<file path="src/hw/mac_phy_defines.svh">
// Constants for the MAC to PHY pin interface block.
// Assumes a 50 MHz system clock driving all logic.
`ifndef MAC_PHY_DEFINES_SVH
`define MAC_PHY_DEFINES_SVH

// System clock period
`define MAC_MCLK_NS 20
// Management clock minimum phase and period
`define MAC_MDC_MIN_PHASE_NS 160
`define MAC_MDC_MIN_PERIOD_NS 400
// Half period in clocks, rounded up, covering both minimums
`define MAC_MDC_HALF_NS ((`MAC_MDC_MIN_PERIOD_NS / 2) > `MAC_MDC_MIN_PHASE_NS ? \
  (`MAC_MDC_MIN_PERIOD_NS / 2) : `MAC_MDC_MIN_PHASE_NS)
`define MAC_MDC_HALF_CYC ((`MAC_MDC_HALF_NS + `MAC_MCLK_NS - 1) / `MAC_MCLK_NS)

// Transmit FIFO shape: nibble plus end-of-frame flag
`define MAC_FIFO_WIDTH 5
`define MAC_FIFO_DEPTH 8

// Management frame layout
`define MAC_MG_PREAMBLE 32'hFFFFFFFF
`define MAC_MG_START 2'h1
`define MAC_MG_OP_WRITE 2'h1
`define MAC_MG_OP_READ 2'h2
`define MAC_MG_TA_WRITE 2'h2
`define MAC_MG_TA_READ 2'h3
`define MAC_MG_IDLE_DATA 16'hFFFF
`define MAC_MG_HDR_BITS 6'h2E
`define MAC_MG_DATA_IDX 6'h30
`define MAC_MG_LAST_IDX 6'h3F

`endif

</file>
<file path="src/hw/mac_phy_pkg.sv">
// Types for the MAC to PHY pin interface block.
// Assumes mac_phy_defines.svh holds all numeric constants.
package mac_phy_pkg;

  typedef enum logic [1:0] {
    MG_IDLE = 2'b00,
    MG_WAIT = 2'b01,
    MG_SHIFT = 2'b10
  } mgmt_state_t;

  typedef struct packed {
    logic tclk_s1;
    logic tclk_s2;
    logic tclk_d;
    logic rclk_s1;
    logic rclk_s2;
    logic rclk_d;
    logic [5:0] rx_s1;
    logic [5:0] rx_s2;
    logic crs_s1;
    logic crs_s2;
    logic col_s1;
    logic col_s2;
    logic mdi_s1;
    logic mdi_s2;
    logic tx_en;
    logic [3:0] txd;
    logic [3:0] tx_hold;
    logic [1:0] tx_bit;
    logic tx_last;
    logic rx_dv_d;
    logic [3:0] rx_shift;
    logic [1:0] rx_bit;
    logic rx_err_acc;
    logic rx_valid;
    logic [3:0] rx_data;
    logic rx_end;
    logic rx_err;
    logic carrier;
    logic collision;
    logic mdc;
    logic [3:0] mdc_div;
    mgmt_state_t mg_state;
    logic [63:0] mg_frame;
    logic [5:0] mg_idx;
    logic mg_read;
    logic mdio_out;
    logic mdio_oe;
    logic [15:0] mg_rdata;
    logic mg_done;
  } mac_state_t;

endpackage : mac_phy_pkg

</file>
<file path="src/hw/stream_fifo.sv">
// Valid/ready FIFO held in flip-flops.
// Assumes one clock and a synchronous active-low reset.
`timescale 1ns/100ps
module stream_fifo #(
  parameter int WIDTH = 5,
  parameter int DEPTH = 8
) (
  input wire logic mclk,
  input wire logic rst_n,
  input wire logic in_valid,
  output logic in_ready,
  input wire logic [WIDTH-1:0] in_data,
  output logic out_valid,
  input wire logic out_ready,
  output logic [WIDTH-1:0] out_data
);
  localparam int AW = $clog2(DEPTH);

  typedef struct packed {
    logic [DEPTH-1:0][WIDTH-1:0] mem;
    logic [AW-1:0] wr;
    logic [AW-1:0] rd;
    logic [AW:0] cnt;
  } fifo_state_t;

  fifo_state_t s;
  fifo_state_t n;
  logic push;
  logic pop;

  assign in_ready = s.cnt != (AW+1)'(DEPTH);
  assign out_valid = s.cnt != '0;
  assign out_data = s.mem[s.rd];
  assign push = in_valid & in_ready;
  assign pop = out_valid & out_ready;

  always_comb begin
    n = s;
    if (push) begin
      n.mem[s.wr] = in_data;
      n.wr = (s.wr == AW'(DEPTH - 1)) ? '0 : s.wr + AW'(1);
    end
    if (pop) begin
      n.rd = (s.rd == AW'(DEPTH - 1)) ? '0 : s.rd + AW'(1);
    end
    n.cnt = s.cnt + (AW+1)'(push) - (AW+1)'(pop);
  end

  always_ff @(posedge mclk) begin
    if (!rst_n) begin
      s <= '0;
    end else begin
      s <= n;
    end
  end

endmodule : stream_fifo

</file>
<file path="src/hw/mac_phy_mii.sv">
// MAC side of the MII / serial codec pin interface with management port.
// Assumes all PHY pins are asynchronous to mclk; config inputs are on mclk.
`timescale 1ns/100ps
`include "mac_phy_defines.svh"
module mac_phy_mii (
  input wire logic mclk,
  input wire logic rst_n,
  input wire logic serial_codec_mode,
  input wire logic full_duplex,
  input wire logic tx_clk,
  output logic tx_en,
  output logic [3:0] txd,
  input wire logic rx_clk,
  input wire logic rx_dv,
  input wire logic rx_er,
  input wire logic [3:0] rxd,
  input wire logic crs,
  input wire logic col,
  output logic mdc,
  input wire logic mdio_in,
  output logic mdio_out,
  output logic mdio_oe,
  input wire logic tx_nibble_valid,
  output logic tx_nibble_ready,
  input wire logic [3:0] tx_nibble,
  input wire logic tx_nibble_last,
  output logic rx_nibble_valid,
  output logic [3:0] rx_nibble,
  output logic rx_frame_end,
  output logic rx_frame_err,
  output logic carrier,
  output logic collision,
  input wire logic mgmt_start,
  input wire logic mgmt_write,
  input wire logic [4:0] mgmt_phy,
  input wire logic [4:0] mgmt_reg,
  input wire logic [15:0] mgmt_wdata,
  output logic mgmt_busy,
  output logic [15:0] mgmt_rdata,
  output logic mgmt_done
);

  mac_phy_pkg::mac_state_t s;
  mac_phy_pkg::mac_state_t n;
  logic fo_valid;
  logic [4:0] fo_data;
  logic tx_pop;
  logic t_rise;
  logic r_rise;
  logic rdv;
  logic mdc_tick;
  logic m_fall;
  logic m_rise;
  logic ser_more;

  ////////////////////////////////////////////////////////////////////////////
  // Transmit buffer

  stream_fifo #(
    .WIDTH(`MAC_FIFO_WIDTH),
    .DEPTH(`MAC_FIFO_DEPTH)
  ) tx_fifo (
    .mclk(mclk),
    .rst_n(rst_n),
    .in_valid(tx_nibble_valid),
    .in_ready(tx_nibble_ready),
    .in_data({tx_nibble_last, tx_nibble}),
    .out_valid(fo_valid),
    .out_ready(tx_pop),
    .out_data(fo_data)
  );

  ////////////////////////////////////////////////////////////////////////////
  // Edge and event terms

  assign t_rise = s.tclk_s2 & ~s.tclk_d;
  assign r_rise = s.rclk_s2 & ~s.rclk_d;
  assign rdv = s.rx_s2[5];
  assign ser_more = s.tx_en & serial_codec_mode & (s.tx_bit != 2'h3);
  assign tx_pop = t_rise & fo_valid & ~ser_more & ~(s.tx_en & s.tx_last);
  assign mdc_tick = s.mdc_div == 4'(`MAC_MDC_HALF_CYC - 1);
  assign m_fall = mdc_tick & s.mdc;
  assign m_rise = mdc_tick & ~s.mdc;

  ////////////////////////////////////////////////////////////////////////////
  // Next state

  always_comb begin
    n = s;
    // Pin synchronisers
    n.tclk_s1 = tx_clk;
    n.tclk_s2 = s.tclk_s1;
    n.tclk_d = s.tclk_s2;
    n.rclk_s1 = rx_clk;
    n.rclk_s2 = s.rclk_s1;
    n.rclk_d = s.rclk_s2;
    n.rx_s1 = {rx_dv, rx_er, rxd};
    n.rx_s2 = s.rx_s1;
    n.crs_s1 = crs;
    n.crs_s2 = s.crs_s1;
    n.col_s1 = col;
    n.col_s2 = s.col_s1;
    n.mdi_s1 = mdio_in;
    n.mdi_s2 = s.mdi_s1;
    n.carrier = s.crs_s2;
    n.collision = s.col_s2 & ~full_duplex;

    // Transmit: one step per transmit clock rise
    if (t_rise) begin
      if (ser_more) begin
        n.tx_bit = s.tx_bit + 2'h1;
        n.txd = {3'h0, s.tx_hold[s.tx_bit + 2'h1]};
      end else if (s.tx_en && s.tx_last) begin
        n.tx_en = 1'b0;
        n.tx_last = 1'b0;
        n.txd = 4'h0;
      end else if (fo_valid) begin
        n.tx_en = 1'b1;
        n.tx_hold = fo_data[3:0];
        n.tx_last = fo_data[4];
        n.tx_bit = 2'h0;
        n.txd = serial_codec_mode ? {3'h0, fo_data[0]} : fo_data[3:0];
      end else begin
        n.tx_en = 1'b0;
        n.tx_last = 1'b0;
        n.txd = 4'h0;
      end
    end

    // Receive: sample on receive clock rise
    n.rx_valid = 1'b0;
    n.rx_end = 1'b0;
    if (r_rise) begin
      n.rx_dv_d = rdv;
      if (rdv) begin
        n.rx_err_acc = s.rx_err_acc | s.rx_s2[4];
        if (!serial_codec_mode) begin
          n.rx_valid = 1'b1;
          n.rx_data = s.rx_s2[3:0];
        end else begin
          n.rx_shift = {s.rx_s2[0], s.rx_shift[3:1]};
          n.rx_bit = s.rx_bit + 2'h1;
          if (s.rx_bit == 2'h3) begin
            n.rx_valid = 1'b1;
            n.rx_data = {s.rx_s2[0], s.rx_shift[3:1]};
          end
        end
      end else if (s.rx_dv_d) begin
        n.rx_end = 1'b1;
        n.rx_err = s.rx_err_acc;
        n.rx_err_acc = 1'b0;
        n.rx_bit = 2'h0;
      end
    end

    // Management clock divider
    if (mdc_tick) begin
      n.mdc_div = 4'h0;
      n.mdc = ~s.mdc;
    end else begin
      n.mdc_div = s.mdc_div + 4'h1;
    end

    // Management frame engine
    n.mg_done = 1'b0;
    case (s.mg_state)
      mac_phy_pkg::MG_IDLE: begin
        if (mgmt_start) begin
          n.mg_read = ~mgmt_write;
          n.mg_frame = {`MAC_MG_PREAMBLE, `MAC_MG_START,
                        mgmt_write ? `MAC_MG_OP_WRITE : `MAC_MG_OP_READ,
                        mgmt_phy, mgmt_reg,
                        mgmt_write ? `MAC_MG_TA_WRITE : `MAC_MG_TA_READ,
                        mgmt_write ? mgmt_wdata : `MAC_MG_IDLE_DATA};
          n.mg_state = mac_phy_pkg::MG_WAIT;
        end
      end
      mac_phy_pkg::MG_WAIT: begin
        if (m_fall) begin
          n.mdio_out = s.mg_frame[63];
          n.mdio_oe = 1'b1;
          n.mg_idx = 6'h0;
          n.mg_state = mac_phy_pkg::MG_SHIFT;
        end
      end
      mac_phy_pkg::MG_SHIFT: begin
        if (m_rise && s.mg_read && s.mg_idx >= `MAC_MG_DATA_IDX) begin
          n.mg_rdata = {s.mg_rdata[14:0], s.mdi_s2};
        end
        if (m_fall) begin
          if (s.mg_idx == `MAC_MG_LAST_IDX) begin
            n.mdio_oe = 1'b0;
            n.mdio_out = 1'b0;
            n.mg_done = 1'b1;
            n.mg_state = mac_phy_pkg::MG_IDLE;
          end else begin
            n.mg_idx = s.mg_idx + 6'h1;
            n.mg_frame = {s.mg_frame[62:0], 1'b0};
            n.mdio_out = s.mg_frame[62];
            n.mdio_oe = ~s.mg_read | ((s.mg_idx + 6'h1) < `MAC_MG_HDR_BITS);
          end
        end
      end
      default: begin
        n.mg_state = mac_phy_pkg::MG_IDLE;
      end
    endcase
  end

  always_ff @(posedge mclk) begin
    if (!rst_n) begin
      s <= '0;
    end else begin
      s <= n;
    end
  end

  ////////////////////////////////////////////////////////////////////////////
  // Outputs

  assign tx_en = s.tx_en;
  assign txd = s.txd;
  assign mdc = s.mdc;
  assign mdio_out = s.mdio_out;
  assign mdio_oe = s.mdio_oe;
  assign rx_nibble_valid = s.rx_valid;
  assign rx_nibble = s.rx_data;
  assign rx_frame_end = s.rx_end;
  assign rx_frame_err = s.rx_err;
  assign carrier = s.carrier;
  assign collision = s.collision;
  assign mgmt_busy = s.mg_state != mac_phy_pkg::MG_IDLE;
  assign mgmt_rdata = s.mg_rdata;
  assign mgmt_done = s.mg_done;
endmodule : mac_phy_mii

</file>
<file path="config.mk">
export PLATFORM = sky130hd
export DESIGN_NAME = mac_phy_mii
export DESIGN_NICKNAME = d
export VERILOG_FILES = /design/src/hw/mac_phy_pkg.sv /design/src/hw/stream_fifo.sv /design/src/hw/mac_phy_mii.sv
export VERILOG_INCLUDE_DIRS = /design/src /design/src/hw
export SDC_FILE = /design/constraint.sdc
export NUM_CORES = 1
export LEC_CHECK = 0
export BUFFER_PORTS_ARGS = -buffer_cell sky130_fd_sc_hd__buf_2
export CORE_ASPECT_RATIO = 0.9
export CORE_MARGIN = 10
export CORE_UTILIZATION = 59
export DETAILED_ROUTE_END_ITERATION = 8
export MAX_ROUTING_LAYER = met4
export PLACE_DENSITY_LB_ADDON = 0.25
export SYNTH_ARGS = -nofsm -noshare
export SYNTH_HDL_FRONTEND = slang
export SYNTH_SLANG_ARGS = --single-unit
</file>
<file path="constraint.sdc">
create_clock -name mclk -period 3.1 [get_ports mclk]
set_input_delay 0.155 -clock mclk [delete_from_list [all_inputs] [get_ports mclk]]
set_output_delay 0.155 -clock mclk [all_outputs]
set_load 0.02 [all_outputs]
</file>
==> results.cfg <==
[clocking]
cts_root_buf = clkbuf_16
post_cts_buffers = 0
cts_resized = 0
cts_buffers = 17
clock_path_buffers = 2
tritoncts = yes
clk_pin_slew_ns = 0.07
cts_hold_buf = 13
clk-insertion-delay-late_ns = 0.43
cts.sinks = 199
cts_max_level = 4

[drt]
first_pass_iters = 5
vias = 6105
drc = 0
initialDrtViolationCount = 345
ant_nets = 0
wl_microns = 17600
wl_per_cell_microns = 16.3
routed_via_density = 5.63

[floorplan]
core-area_sq_um = 14100
chipHeight_microns = 134
row_count = 41
pin_count = 85
die-area_sq_um = 19600
start_util_pct = 60.5
die_x_microns = 147

[yosys]
synth-seq-cells = 199
syn_avg_cell_area_sq_um = 10.1
synth_top_area_share_pct = 46.8
ys_async_sr_fraction_pct = 0
yosys.cell_types.count = 61
synth_cells = 843
yosysSeqAreaShare_pct = 46.8
synth_edf_count = 0
syn-num-nets = 908
synth.area.top_cells = dfxtp_1, mux2i_1, o221a_1
ys_warn_count = 0
ys.flop_type = dfxtp_1
syn-cell-area_sq_um = 8510
yosysTopAreaCell = dfxtp_1

[final_layout]
layoutNonFillerInstCount = 1084
drive_above_1_share_pct = 17.7
diodes = 0
fillers = 1112
nets = 943
areaGrowthSynthToFinish_pct = 11.2

[worst_setup_path]
crit_chain = nand2b_1 -> a21oi_1 -> nand2_1 -> inv_1 -> ha_1 -> inv_1 -> ha_1 -> a21o_1 -> a21oi_1 -> xnor2_1 -> nor2_1
cp-end-kind = flip-flop
crit_slowest_cell = a21oi_1
rr_worst_depth = 11
cp_max_fo = 10
path_class = reg -> reg
crit_required_ns = 3.38
cp-start-kind = flip-flop
slowest_delay_ns = 0.47
arrival_ns = 2.83
r2r_setup_slack_ns = 0.54

[global_routing]
grt_pass1_vias = 6119
grt_overflow = 0
grt_max_degree = 122
grt_pass1_wl_microns = 29900
antenna_found_initial = 0
grt_usage_pct = 18.6

[power]
p_int_mw = 4.23
p_switching_mw = 1.39
power_frac_seq_pct = 49.8
p_comb_share_pct = 11.2
clock_power_share_pct = 39.0
p_per_area_nw_per_um2 = 594
leakagePower_nw = 3.90
switching_share_pct = 24.8
ir_worst_vdd_v = 0.000441

[sta]
max_freq_mhz = 391
rsz0062_at_grt = false
worst_pin_slew_ns = 1.07
finClkSkew_ns = 0.00643
fin_setup_tns_ns = 0
worst_slack_ns = 0.545
hold_violations = 0
fin_crit_ns = 2.56
setup_viol = 0
period_share_pct = 82.4
slew_violations = 0
slew_headroom_pct = 28.4

[placed_design]
io_buffers = 84
dp_hpwl_microns = 11600
gp_congestion = 0.801
placedCellCount = 1039
dp_slack_ns = 0.587

[hold_path]
hp-class = in -> reg
hold_path_depth = 3

[job]
cap_violations = 0

[status]
outcome = completed
stage by stage:
step           cell area, sq um  power (mW)  utilization, %  hold slack, ns
2_1_floorplan              8510        3.32               -           0.227
3_3_place_gp               8750        3.43            62.3           0.312
3_5_place_dp               8750        3.47            62.3           0.315
4_1_cts                    9470        5.66            67.3          0.0292
5_1_grt                    9470        5.86            67.3          0.0634
6_report                   9470        5.62            67.3          0.0410
path summary, 6_finish.rpt:
path / startpoint / end
hold / removal: rst_n / s[50]$_SDFFE_PN0P_
hold reg to reg: s[128]$_SDFF_PN0_ / collision$_SDFF_PN0_
setup / recovery: s[147]$_SDFF_PN0_ / tx_fifo.s[3]$_SDFF_PN0_
setup reg to reg: s[147]$_SDFF_PN0_ / tx_fifo.s[3]$_SDFF_PN0_
per-layer routing:
layer	track usage [%]	up-vias	share of wire, %
li1	-	3036	-
met1	22.6	2943	47
met2	30.8	114	49
met3	3.50	12	3.1
met4	6.06	0	0.82
met5	-	-	0
flip-flops by register name (all words and copies together) (netlist names), 4 cells and up:
name and count:
tx_fifo.s 50, mgmt_rdata 16, s 100, n 14, rx_nibble 4, txd 4
cells in the final DEF (no fill, tap or decap), types with 18 or more instances in the layout:
master	instances
nand3b_1	19
mux2i_1	79
and2_1	29
dfxtp_1	199
nand2_1	90
o221a_1	34
buf_2	83
a21oi_1	42
o211ai_1	18
nor2_1	69
critical path: cells and delay by family, from the launching register on:
family	cells	cell delay [ns]
AOI/OAI and AO/OA	3	0.82
and+or+nand+nor	3	0.50
adders and majority gates	2	0.43
DFF	1	0.29
buffers and inverters	2	0.22
xor gates and xnor gates	1	0.14
cells by family (layout without fill, tap and decap cells):
kind of cell | count (synthesis) | count (layout) | synth area share, %
adders and majority gates | 16 | 16 | 2.44
buffers and inverters | 104 | 152 | 6.40
DFF | 199 | 199 | 46.8
AOI/OAI and AO/OA | 144 | 144 | 13.0
and+or+nand+nor | 272 | 272 | 16.9
xor gates and xnor gates | 6 | 6 | 0.618
muxes | 102 | 102 | 13.8
cells in the mapped netlist (3+ instances only):
master / instances
a211oi_1: 5
a21o_1: 5
a21oi_1: 42
a311oi_1: 9
and2_1: 29
and3_1: 3
buf_2: 15
buf_4: 30
buf_6: 3
clkbuf_1: 37
dfxtp_1: 199
ha_1: 15
inv_1: 14
inv_2: 3
mux2_2: 12
mux2i_1: 79
mux4_2: 11
nand2_1: 90
nand2b_1: 10
nand3_1: 16
nand3b_1: 19
nand4_1: 5
nand4b_1: 4
nor2_1: 69
nor2b_1: 7
nor4b_4: 3
o211ai_1: 18
o21a_1: 3
o21ai_0: 6
o21ai_1: 6
o221a_1: 34
or4_1: 3
xnor2_1: 6
power by group through the flow:
| stage | registers, mW | clock network, mW | logic (mW) |
|---|---|---|---|
| 6_report | 2.80 | 2.19 | 0.632 |
| 5_1_grt | 2.81 | 2.33 | 0.711 |
| 4_1_cts | 2.80 | 2.23 | 0.636 |
| 3_5_place_dp | 2.85 | 0 | 0.620 |
| 3_3_place_gp | 2.84 | 0 | 0.584 |
| 2_1_floorplan | 2.82 | 0 | 0.503 |
cell type report:
class	instances	area, sq um	share of cell area (%)
Sequential cell	199	3980	42.1
Timing Repair Buffer	103	598	6.32
Clock inverter	10	119	1.26
Inverter	17	63.8	0.674
Multi-Input combinational cell	540	4000	42.2
Clock buffer	22	464	4.90
Tap cell	193	241	2.55
(Power assumes the default switching activity.)
